## config.mk

```make
export PLATFORM = sky130hd
export DESIGN_NAME = aotr_regs
export DESIGN_NICKNAME = d
export VERILOG_FILES = /design/src/hw/aotr_stage_fifo.v /design/src/hw/aotr_tap_decode.v /design/src/hw/aotr_regs.v
export VERILOG_INCLUDE_DIRS = /design/src /design/src/hw
export SDC_FILE = /design/constraint.sdc
export NUM_CORES = 1
export LEC_CHECK = 0
export ABC_AREA = 0
export BUFFER_PORTS_ARGS = -buffer_cell sky130_fd_sc_hd__buf_2
export CORE_ASPECT_RATIO = 0.75
export CORE_MARGIN = 5
export CORE_UTILIZATION = 40
export CTS_CLUSTER_DIAMETER = 120
export DETAILED_ROUTE_END_ITERATION = 10
export SLEW_MARGIN = 25
export SYNTH_ARGS = -nofsm -noshare
export SYNTH_HDL_FRONTEND = slang
export SYNTH_SLANG_ARGS = --single-unit
```

## constraint.sdc

```tcl
create_clock -name ref_clk -period 5.57 [get_ports ref_clk]
set_clock_uncertainty 0.2 [all_clocks]
set_input_delay 0.2785 -clock ref_clk [delete_from_list [all_inputs] [get_ports ref_clk]]
set_output_delay 0.2785 -clock ref_clk [all_outputs]
set_load 0.005 [all_outputs]
```

## src/hw/aotr_consts.vh

```
// Register offsets, mode codes, reset values and decode constants for the accel register bank
`ifndef AOTR_CONSTS_VH
`define AOTR_CONSTS_VH
`define AOTR_ADDR_Y_LO        8'h2A
`define AOTR_ADDR_Y_HI        8'h2B
`define AOTR_ADDR_Z_LO        8'h2C
`define AOTR_ADDR_Z_HI        8'h2D
`define AOTR_ADDR_QCTRL       8'h2E
`define AOTR_ADDR_QSTAT       8'h2F
`define AOTR_ADDR_XTAP        8'h30
`define AOTR_ADDR_YTAP        8'h31
`define AOTR_QCTRL_RST        8'h00
`define AOTR_XTAP_RST         8'h00
`define AOTR_YTAP_RST         8'h00
`define AOTR_MODE_BYPASS      3'h0
`define AOTR_MODE_FIFO        3'h1
`define AOTR_MODE_CONT_FIFO   3'h3
`define AOTR_MODE_BYP_CONT    3'h4
`define AOTR_MODE_CONT        3'h6
`define AOTR_QUEUE_DEPTH      32
`define AOTR_STAGE_DEPTH      8
`define AOTR_ORIENT_T0        5'h06
`define AOTR_ORIENT_T1        5'h0B
`define AOTR_ORIENT_T2        5'h10
`define AOTR_ORIENT_T3        5'h15
`define AOTR_LP1_MASK         8'hF3
`define AOTR_LO_MASK          8'hFC
`define AOTR_PRIO_XYZ         6'h06
`define AOTR_PRIO_YXZ         6'h12
`define AOTR_PRIO_XZY         6'h09
`define AOTR_PRIO_ZYX         6'h24
`define AOTR_PRIO_YZX         6'h18
`define AOTR_PRIO_ZXY         6'h21
`endif

```

## src/hw/aotr_stage_fifo.v

```verilog
// Parameterised valid/ready FIFO that stages incoming samples ahead of the sample queue
`timescale 1ns/1ns
`default_nettype none
module aotr_stage_fifo #(
  parameter WIDTH = 32,
  parameter DEPTH = 8,
  parameter AW    = 3
) (
  // Clock and reset
  input  wire             ref_clk,
  input  wire             rst,
  // Fill side
  input  wire             in_valid,
  output wire             in_ready,
  input  wire [WIDTH-1:0] in_data,
  // Drain side
  output wire             out_valid,
  input  wire             out_ready,
  output wire [WIDTH-1:0] out_data
);
  reg [WIDTH-1:0] mem [0:DEPTH-1];
  reg [AW-1:0]    wr_ptr_ff;
  reg [AW-1:0]    rd_ptr_ff;
  reg [AW:0]      count_ff;
  wire            push;
  wire            pop;

  assign in_ready  = (count_ff != DEPTH[AW:0]);
  assign out_valid = (count_ff != {(AW+1){1'b0}});
  assign out_data  = mem[rd_ptr_ff];
  assign push      = in_valid & in_ready;
  assign pop       = out_valid & out_ready;

  always @(posedge ref_clk)
  begin
    if (push)
      mem[wr_ptr_ff] <= in_data;
  end

  // Pointers wrap explicitly so DEPTH need not be a power of two
  always @(posedge ref_clk or posedge rst)
  begin
    if (rst)
    begin
      wr_ptr_ff <= {AW{1'b0}};
      rd_ptr_ff <= {AW{1'b0}};
      count_ff  <= {(AW+1){1'b0}};
    end
    else
    begin
      if (push)
        wr_ptr_ff <= (wr_ptr_ff == DEPTH[AW-1:0] - 1'b1) ? {AW{1'b0}} : wr_ptr_ff + 1'b1;
      if (pop)
        rd_ptr_ff <= (rd_ptr_ff == DEPTH[AW-1:0] - 1'b1) ? {AW{1'b0}} : rd_ptr_ff + 1'b1;
      if (push & ~pop)
        count_ff <= count_ff + 1'b1;
      else if (pop & ~push)
        count_ff <= count_ff - 1'b1;
    end
  end
endmodule // aotr_stage_fifo
`default_nettype wire

```

## src/hw/aotr_tap_decode.v

```verilog
// Decoder for orientation threshold and tap axis ordering fields
`timescale 1ns/1ns
`default_nettype none
`include "aotr_consts.vh"
module aotr_tap_decode (
  // Clock and reset
  input  wire       ref_clk,
  input  wire       rst,
  // Configuration fields
  input  wire [1:0] orientation_angle_threshold,
  input  wire [2:0] tap_axis_ordering,
  // Decoded values
  output reg  [4:0] orient_lsb,
  output reg  [5:0] axis_rank
);
  // axis_rank: [5:4] max, [3:2] mid, [1:0] min; 0=X 1=Y 2=Z
  reg [4:0] nxt_orient;
  reg [5:0] nxt_rank;

  always @*
  begin
    case (orientation_angle_threshold)
      2'h0:    nxt_orient = `AOTR_ORIENT_T0;
      2'h1:    nxt_orient = `AOTR_ORIENT_T1;
      2'h2:    nxt_orient = `AOTR_ORIENT_T2;
      default: nxt_orient = `AOTR_ORIENT_T3;
    endcase
    case (tap_axis_ordering)
      3'h0:    nxt_rank = `AOTR_PRIO_XYZ;
      3'h1:    nxt_rank = `AOTR_PRIO_YXZ;
      3'h2:    nxt_rank = `AOTR_PRIO_XZY;
      3'h3:    nxt_rank = `AOTR_PRIO_ZYX;
      3'h4:    nxt_rank = `AOTR_PRIO_XYZ;
      3'h5:    nxt_rank = `AOTR_PRIO_YZX;
      3'h6:    nxt_rank = `AOTR_PRIO_ZXY;
      default: nxt_rank = `AOTR_PRIO_ZYX;
    endcase
  end

  always @(posedge ref_clk or posedge rst)
  begin
    if (rst)
    begin
      orient_lsb <= `AOTR_ORIENT_T0;
      axis_rank  <= `AOTR_PRIO_XYZ;
    end
    else
    begin
      orient_lsb <= nxt_orient;
      axis_rank  <= nxt_rank;
    end
  end
endmodule // aotr_tap_decode
`default_nettype wire

```

## src/hw/aotr_regs.v

```verilog
`timescale 1ns/1ns
`default_nettype none
`include "aotr_consts.vh"
module aotr_regs #(
  parameter QDEPTH = `AOTR_QUEUE_DEPTH,
  parameter SDEPTH = `AOTR_STAGE_DEPTH
) (
  // Clock and reset
  input  wire        ref_clk,
  input  wire        rst,
  // Register port from the serial host interface
  input  wire [7:0]  reg_addr,
  input  wire        reg_wr,
  input  wire        reg_rd,
  input  wire [7:0]  reg_wdata,
  output reg  [7:0]  reg_rdata,
  // Sample source
  input  wire        smp_valid,
  output wire        smp_ready,
  input  wire [15:0] smp_y,
  input  wire [15:0] smp_z,
  input  wire        odr_tick,
  input  wire        queue_trigger,
  input  wire        low_power_1,
  // Configuration out to detection engines
  output wire        planar_orientation_only_enable,
  output wire [4:0]  orient_lsb,
  output wire [4:0]  x_axis_tap_level,
  output wire [4:0]  y_axis_tap_level,
  output wire [5:0]  axis_rank
);
  localparam CW = 6;
  localparam [CW-1:0] QFULL = QDEPTH[CW-1:0];

  reg  [7:0]    qctrl_ff;
  reg  [7:0]    xtap_ff;
  reg  [7:0]    ytap_ff;
  reg  [15:0]   y_out_ff;
  reg  [15:0]   z_out_ff;
  reg  [31:0]   qmem [0:QDEPTH-1];
  reg  [4:0]    qwr_ff;
  reg  [4:0]    qrd_ff;
  reg  [CW-1:0] qcnt_ff;
  reg           ovr_ff;
  reg           trig_ff;
  reg  [2:0]    prev_mode_ff;
  reg  [7:0]    nxt_rdata;
  wire [2:0]    queue_operating_select;
  wire [4:0]    queue_level_threshold;
  wire          stg_valid;
  wire [31:0]   stg_data;
  wire          take;
  wire          store;
  wire          overwrite;
  wire          pop;
  wire          queue_threshold_reached;
  wire          queue_overrun_flag;
  wire [31:0]   head;
  reg  [1:0]    eff_mode;

  localparam [1:0] EM_BYPASS = 2'h0;
  localparam [1:0] EM_FIFO   = 2'h1;
  localparam [1:0] EM_CONT   = 2'h2;

  // Low byte masking shared by both axes
  function [7:0] lo_byte;
    input [7:0] b;
    input       lp1;
    begin
      lo_byte = b & `AOTR_LO_MASK & (lp1 ? `AOTR_LP1_MASK : 8'hFF);
    end
  endfunction

  assign queue_operating_select         = qctrl_ff[7:5];
  assign queue_level_threshold          = qctrl_ff[4:0];
  assign planar_orientation_only_enable = xtap_ff[7];
  assign x_axis_tap_level               = xtap_ff[4:0];
  assign y_axis_tap_level               = ytap_ff[4:0];

  aotr_stage_fifo #(
    .WIDTH (32),
    .DEPTH (SDEPTH),
    .AW    (3)
  ) u_stage (
    .ref_clk   (ref_clk),
    .rst       (rst),
    .in_valid  (smp_valid),
    .in_ready  (smp_ready),
    .in_data   ({smp_y, smp_z}),
    .out_valid (stg_valid),
    .out_ready (odr_tick),
    .out_data  (stg_data)
  );

  aotr_tap_decode u_dec (
    .ref_clk                     (ref_clk),
    .rst                         (rst),
    .orientation_angle_threshold (xtap_ff[6:5]),
    .tap_axis_ordering           (ytap_ff[7:5]),
    .orient_lsb                  (orient_lsb),
    .axis_rank                   (axis_rank)
  );

  // Resolve the programmed mode plus sampled trigger into one of three behaviours
  always @*
  begin
    case (queue_operating_select)
      `AOTR_MODE_FIFO:      eff_mode = EM_FIFO;
      `AOTR_MODE_CONT:      eff_mode = EM_CONT;
      `AOTR_MODE_CONT_FIFO: eff_mode = trig_ff ? EM_CONT : EM_FIFO;
      `AOTR_MODE_BYP_CONT:  eff_mode = trig_ff ? EM_BYPASS : EM_FIFO;
      default:              eff_mode = EM_BYPASS;
    endcase
  end

  // Staged samples are drained one per output-data-rate tick
  assign take      = stg_valid & odr_tick;
  assign store     = take & (eff_mode != EM_BYPASS) & ((qcnt_ff != QFULL) | (eff_mode == EM_CONT));
  assign overwrite = store & (qcnt_ff == QFULL);
  assign head      = qmem[qrd_ff];
  // Reading the Z high byte consumes one queued sample
  assign pop       = reg_rd & (reg_addr == `AOTR_ADDR_Z_HI) & (qcnt_ff != {CW{1'b0}}) & ~overwrite;
  assign queue_threshold_reached = (qcnt_ff >= {1'b0, queue_level_threshold});
  assign queue_overrun_flag      = ovr_ff & (qcnt_ff == QFULL);

  always @(posedge ref_clk)
  begin
    if (store)
      qmem[qwr_ff] <= stg_data;
  end

  always @(posedge ref_clk or posedge rst)
  begin
    if (rst)
    begin
      qwr_ff       <= 5'h00;
      qrd_ff       <= 5'h00;
      qcnt_ff      <= {CW{1'b0}};
      ovr_ff       <= 1'b0;
      trig_ff      <= 1'b0;
      prev_mode_ff <= `AOTR_MODE_BYPASS;
      y_out_ff     <= 16'h0000;
      z_out_ff     <= 16'h0000;
    end
    else
    begin
      prev_mode_ff <= queue_operating_select;
      if (odr_tick)
        trig_ff <= queue_trigger;
      // Bypass empties the queue; changing the mode restarts it
      if ((eff_mode == EM_BYPASS) || (prev_mode_ff != queue_operating_select))
      begin
        qwr_ff  <= 5'h00;
        qrd_ff  <= 5'h00;
        qcnt_ff <= {CW{1'b0}};
        ovr_ff  <= 1'b0;
      end
      else
      begin
        if (store)
          qwr_ff <= qwr_ff + 5'h01;
        if (overwrite | pop)
          qrd_ff <= qrd_ff + 5'h01;
        if (store & ~overwrite & ~pop)
          qcnt_ff <= qcnt_ff + 6'h01;
        else if (pop & ~store)
          qcnt_ff <= qcnt_ff - 6'h01;
        // Overwrite sets ahead of the clear that a read causes
        if (overwrite)
          ovr_ff <= 1'b1;
        else if (pop)
          ovr_ff <= 1'b0;
      end
      // Output words follow the queue head when buffering, else live data
      if (eff_mode == EM_BYPASS)
      begin
        if (take)
        begin
          y_out_ff <= stg_data[31:16];
          z_out_ff <= stg_data[15:0];
        end
      end
      else if (qcnt_ff != {CW{1'b0}})
      begin
        y_out_ff <= head[31:16];
        z_out_ff <= head[15:0];
      end
    end
  end

  // Host writes reach only the three writable registers
  always @(posedge ref_clk or posedge rst)
  begin
    if (rst)
    begin
      qctrl_ff <= `AOTR_QCTRL_RST;
      xtap_ff  <= `AOTR_XTAP_RST;
      ytap_ff  <= `AOTR_YTAP_RST;
    end
    else if (reg_wr)
    begin
      case (reg_addr)
        `AOTR_ADDR_QCTRL: qctrl_ff <= reg_wdata;
        `AOTR_ADDR_XTAP:  xtap_ff  <= reg_wdata;
        `AOTR_ADDR_YTAP:  ytap_ff  <= reg_wdata;
        default:          qctrl_ff <= qctrl_ff;
      endcase
    end
  end

  always @*
  begin
    case (reg_addr)
      `AOTR_ADDR_Y_LO:  nxt_rdata = lo_byte(y_out_ff[7:0], low_power_1);
      `AOTR_ADDR_Y_HI:  nxt_rdata = y_out_ff[15:8];
      `AOTR_ADDR_Z_LO:  nxt_rdata = lo_byte(z_out_ff[7:0], low_power_1);
      `AOTR_ADDR_Z_HI:  nxt_rdata = z_out_ff[15:8];
      `AOTR_ADDR_QCTRL: nxt_rdata = qctrl_ff;
      `AOTR_ADDR_QSTAT: nxt_rdata = {queue_threshold_reached, queue_overrun_flag, qcnt_ff};
      `AOTR_ADDR_XTAP:  nxt_rdata = xtap_ff;
      `AOTR_ADDR_YTAP:  nxt_rdata = ytap_ff;
      default:          nxt_rdata = 8'h00;
    endcase
  end

  always @(posedge ref_clk or posedge rst)
  begin
    if (rst)
      reg_rdata <= 8'h00;
    else if (reg_rd)
      reg_rdata <= nxt_rdata;
  end
endmodule // aotr_regs
`default_nettype wire

```

==> impl_metrics.prom <==
# TYPE chip_impl_metric gauge
chip_impl_info{name="status",value="finished clean"} 1
chip_impl_metric{name="antenna_left",unit=""} 0
chip_impl_metric{name="port_buffers",unit=""} 82
chip_impl_metric{name="max_incr_delay_on_cp",unit="ns"} 0.89
chip_impl_metric{name="antenna_found_initial",unit=""} 7
chip_impl_metric{name="count_of_non_filler_cells_in_the_finished_layout",unit=""} 4098
chip_impl_metric{name="wl_met3",unit="um"} 8630
chip_impl_info{name="post-synth-top-area-cell",value="edfxtp_1"} 1
chip_impl_info{name="timing.critical_path.from_type",value="register"} 1
chip_impl_metric{name="first_iter_violations",unit=""} 2686
chip_impl_metric{name="clock.fmax",unit="MHz"} 241
chip_impl_metric{name="crit_arrival",unit="ns"} 4.33
chip_impl_metric{name="power.ir.vdd_worst",unit="uV"} 474
chip_impl_metric{name="clock_sink_count",unit=""} 1222
chip_impl_metric{name="post_route_cells_drive_above_1_share",unit="%"} 29.8
chip_impl_metric{name="clock_path_buffers",unit=""} 3
chip_impl_metric{name="start_util",unit="%"} 40.4
chip_impl_metric{name="finalWeightedCongestion",unit=""} 0.851
chip_impl_metric{name="io_pins",unit=""} 87
chip_impl_metric{name="number_of_h_tree_levels",unit=""} 3
chip_impl_metric{name="maximum_net_fanout_on_the_critical_path",unit=""} 20
chip_impl_metric{name="min_period_over_period",unit="%"} 74.4
chip_impl_metric{name="wire_length_of_the_first_global_routing_pass",unit="um"} 166000
chip_impl_info{name="cts_tree",value="yes"} 1
chip_impl_metric{name="clk_transition_reported_paths",unit="ns"} 0.07
chip_impl_metric{name="via_count",unit=""} 23348
chip_impl_metric{name="first_global_vias",unit=""} 24190
chip_impl_metric{name="tns",unit="ns"} 0
chip_impl_metric{name="final_max_slew_viol_count",unit=""} 0
chip_impl_metric{name="placeableCoreArea",unit="sq um"} 118000
chip_impl_metric{name="finalInstanceArea",unit="sq um"} 55100
chip_impl_metric{name="number_of_rows_created_at_floorplan",unit=""} 109
chip_impl_metric{name="synth.distinct_cells",unit=""} 67
chip_impl_metric{name="maximum_number_of_pins_on_one_net_before_global_route_repair",unit=""} 67
chip_impl_metric{name="via_per_inst",unit=""} 5.70
chip_impl_info{name="grt_setup_unrepaired",value="no"} 1
chip_impl_metric{name="tightestPinTransition",unit="ns"} 1.06
chip_impl_metric{name="synthesis.yosys.warnings",unit=""} 0
chip_impl_metric{name="detailroute.wirelength.met2",unit="um"} 51300
chip_impl_info{name="cts_root_buffer",value="clkbuf_16"} 1
chip_impl_metric{name="synth_cells",unit=""} 2257
chip_impl_info{name="critPathSlowestCell",value="nor2_4"} 1
chip_impl_info{name="synth_area_leaders",value="edfxtp_1 (70%), mux4_2 (14%), dfrtp_1 (5.1%), mux2_2 (1.7%), ha_1 (0.76%)"} 1
chip_impl_metric{name="route.layer.met1.wl",unit="um"} 50100
chip_impl_info{name="worst_path_dominant_cell_family",value="simple AND/OR/NAND/NOR gates"} 1
chip_impl_metric{name="track_usage",unit="%"} 17.8
chip_impl_metric{name="ys_ff_latch",unit=""} 1222
chip_impl_metric{name="cts_made_buffers",unit=""} 108
chip_impl_metric{name="place_area",unit="sq um"} 50700
chip_impl_metric{name="finalSetupViolCount",unit=""} 0
chip_impl_metric{name="crit_buf_inv",unit=""} 1
chip_impl_metric{name="nNetsFinal",unit=""} 2540
chip_impl_metric{name="syn-cell-area",unit="sq um"} 47800
chip_impl_metric{name="remaining_drc_errors",unit=""} 0
chip_impl_metric{name="finalCoreUtilization",unit="%"} 46.6
chip_impl_metric{name="drtPass1Iterations",unit=""} 7
chip_impl_metric{name="overflow",unit=""} 0
chip_impl_metric{name="cts_setup_buffers",unit=""} 0
chip_impl_metric{name="slew_headroom",unit="%"} 29.5
chip_impl_metric{name="die_height",unit="um"} 309
chip_impl_info{name="cp_cell_sequence",value="nor2b_1 -> o21ai_0 -> a21oi_1 -> nand2_1 -> nor2_4 -> buf_4"} 1
chip_impl_metric{name="seq_area_frac_synth",unit="%"} 75.8
chip_impl_metric{name="clk-insertion-delay-late",unit="ns"} 0.70
chip_impl_metric{name="n_antenna_cell",unit=""} 0
chip_impl_metric{name="die_w",unit="um"} 409
chip_impl_metric{name="power.density_cell_area",unit="nW/um^2"} 438
chip_impl_metric{name="final_period_minus_worst_setup_slack",unit="ns"} 4.14
chip_impl_metric{name="worst-endpoint-required",unit="ns"} 5.76
chip_impl_info{name="hold_class",value="in2reg"} 1
chip_impl_metric{name="floorplan_die_area",unit="sq um"} 126000
chip_impl_metric{name="synth_top_area_share",unit="%"} 70.4
chip_impl_metric{name="syn_to_final_growth",unit="%"} 15.3
chip_impl_metric{name="synth_async_sr_flop_share",unit="%"} 8.35
chip_impl_info{name="yosys.cell_count.top_type",value="edfxtp_1"} 1
chip_impl_metric{name="timing.final.hold_violations",unit=""} 0
chip_impl_info{name="highest_layer",value="met5"} 1
chip_impl_metric{name="syn-num-nets",unit=""} 2344
chip_impl_metric{name="numPlacedInstances",unit=""} 3844
chip_impl_metric{name="synth-edff-count",unit=""} 1120
chip_impl_metric{name="avgRoutedWirePerCell",unit="um"} 27.4
chip_impl_metric{name="drv.max_cap_violation_count",unit=""} 0
chip_impl_info{name="synth-main-ff-cell",value="edfxtp_1"} 1
chip_impl_metric{name="detailedPlacementHpwl",unit="um"} 68000
chip_impl_info{name="worstSetupPathType",value="reg2reg"} 1
chip_impl_metric{name="total_wire_length_after_detailed_routing",unit="um"} 112000
chip_impl_metric{name="power_leakage",unit="nW"} 17.3
chip_impl_info{name="endpoint_kind",value="register"} 1
chip_impl_metric{name="syn_area_per_cell",unit="sq um"} 21.2
chip_impl_info{name="synth_commonest_cells",value="edfxtp_1 (1,120), mux4_2 (297), dfrtp_1 (98)"} 1
## worst paths after layout
path,startpoint,endpoint,slack [ns],cells after the start
hold / removal,reg_wr,qctrl_ff[5],0.08,3
setup / recovery,qctrl_ff[7],qmem[4][5],1.43,6
max in group asynchronous,rst,qrd_ff[0],3.96,4
setup reg to reg,qctrl_ff[7],qmem[4][5],1.43,6
hold reg to reg,reg_rdata[5],reg_rdata[5],0.29,1
min in group asynchronous,rst,xtap_ff[0],0.14,3
## where the power goes
| part | internal [W] | total, W | switching, W |
|---|---|---|---|
| Clock | 0.00459 | 0.00791 | 0.00332 |
| Sequential | 0.0121 | 0.0125 | 0.000350 |
| Combinational | 0.000910 | 0.00371 | 0.00280 |
## metrics by stage
| step | setup slack (ns) | power [W] | hold slack, ns |
|---|---|---|---|
| after floorplan | 1.46 | 0.0145 | 0.177 |
| after global placement | 1.50 | 0.0161 | 0.271 |
| after detailed placement | 1.45 | 0.0164 | 0.269 |
| after CTS | 1.42 | 0.0243 | 0.0181 |
| after global routing | 1.03 | 0.0250 | 0.0635 |
| final | 1.43 | 0.0241 | 0.0773 |
## final cells by class
type                            instances  area (sq um)
Fill cell                            9559         63200
Multi-Input combinational cell        899         11300
Tap cell                             1554          1940
Inverter                               23          88.8
Clock buffer                          130          2820
Sequential cell                      1222         36200
Clock inverter                         71           918
Timing Repair Buffer                  199          1800
## placed cells by master (no fill, tap or decap), types with 8 or more instances in the layout
cell type	n
a211o_1	10
buf_12	25
a221oi_1	10
mux2_2	73
mux4_2	297
clkbuf_1	20
clkinv_2	20
nand3_1	34
ha_1	29
edfxtp_1	1120
a21o_1	8
inv_1	21
a21oi_1	34
dfrtp_1	91
buf_2	82
nand2b_1	8
clkbuf_16	109
nor2_4	34
a22o_1	13
a31oi_1	15
nor2_1	31
dlygate4sd3_1	47
a22oi_1	44
o22ai_1	17
o21ai_0	38
xnor2_1	8
clkinv_1	20
nand2_1	67
nor2b_1	10
buf_4	41
bufinv_16	21
mux2i_1	26
## state kept, by name (all words and copies together) (netlist names)
signal and flops:
trig_ff 1, qcnt_ff 6, reg_rdata 8, qctrl_ff 8, ovr_ff 1, u_dec.axis_rank 6, z_out_ff 14, qrd_ff 5
u_stage.mem 224, u_stage.count_ff 4, u_dec.orient_lsb 5, prev_mode_ff 3, ytap_ff 8, u_stage.wr_ptr_ff 3, y_out_ff 14, xtap_ff 8
qwr_ff 5, u_stage.rd_ptr_ff 3, qmem 896
## worst register-to-register path: cells and delay by family (launching register included)
kind                   cells  cell delay (ns)
flip-flops                 1             0.49
AND/OR/NAND/NOR            3             1.94
AO/OA/AOI/OAI              2             0.86
buffers and inverters      1             0.36
## kinds of logic after synthesis
| family | share of synthesized area [%] |
|---|---|
| compound gates | 3.35 |
| flops | 75.8 |
| simple gates | 2.36 |
| fa+ha+maj | 0.844 |
| mux | 16.3 |
| buf+inv | 1.23 |
| xor+xnor | 0.183 |
## metal layers
layer / GRT usage (%) / vias to the layer above
li1: - / 9830
met3: 4.06 / 135
met4: 3.90 / 4
met2: 27.0 / 834
met5: 0 / -
met1: 26.6 / 12545
## what timing repair did
action / CTS / global route
endpoints found under the hold margin: 321 / 0
resized for setup: 0 / 0
hold buffers: 47 / 0
Power figures use the tool's default switching activity.
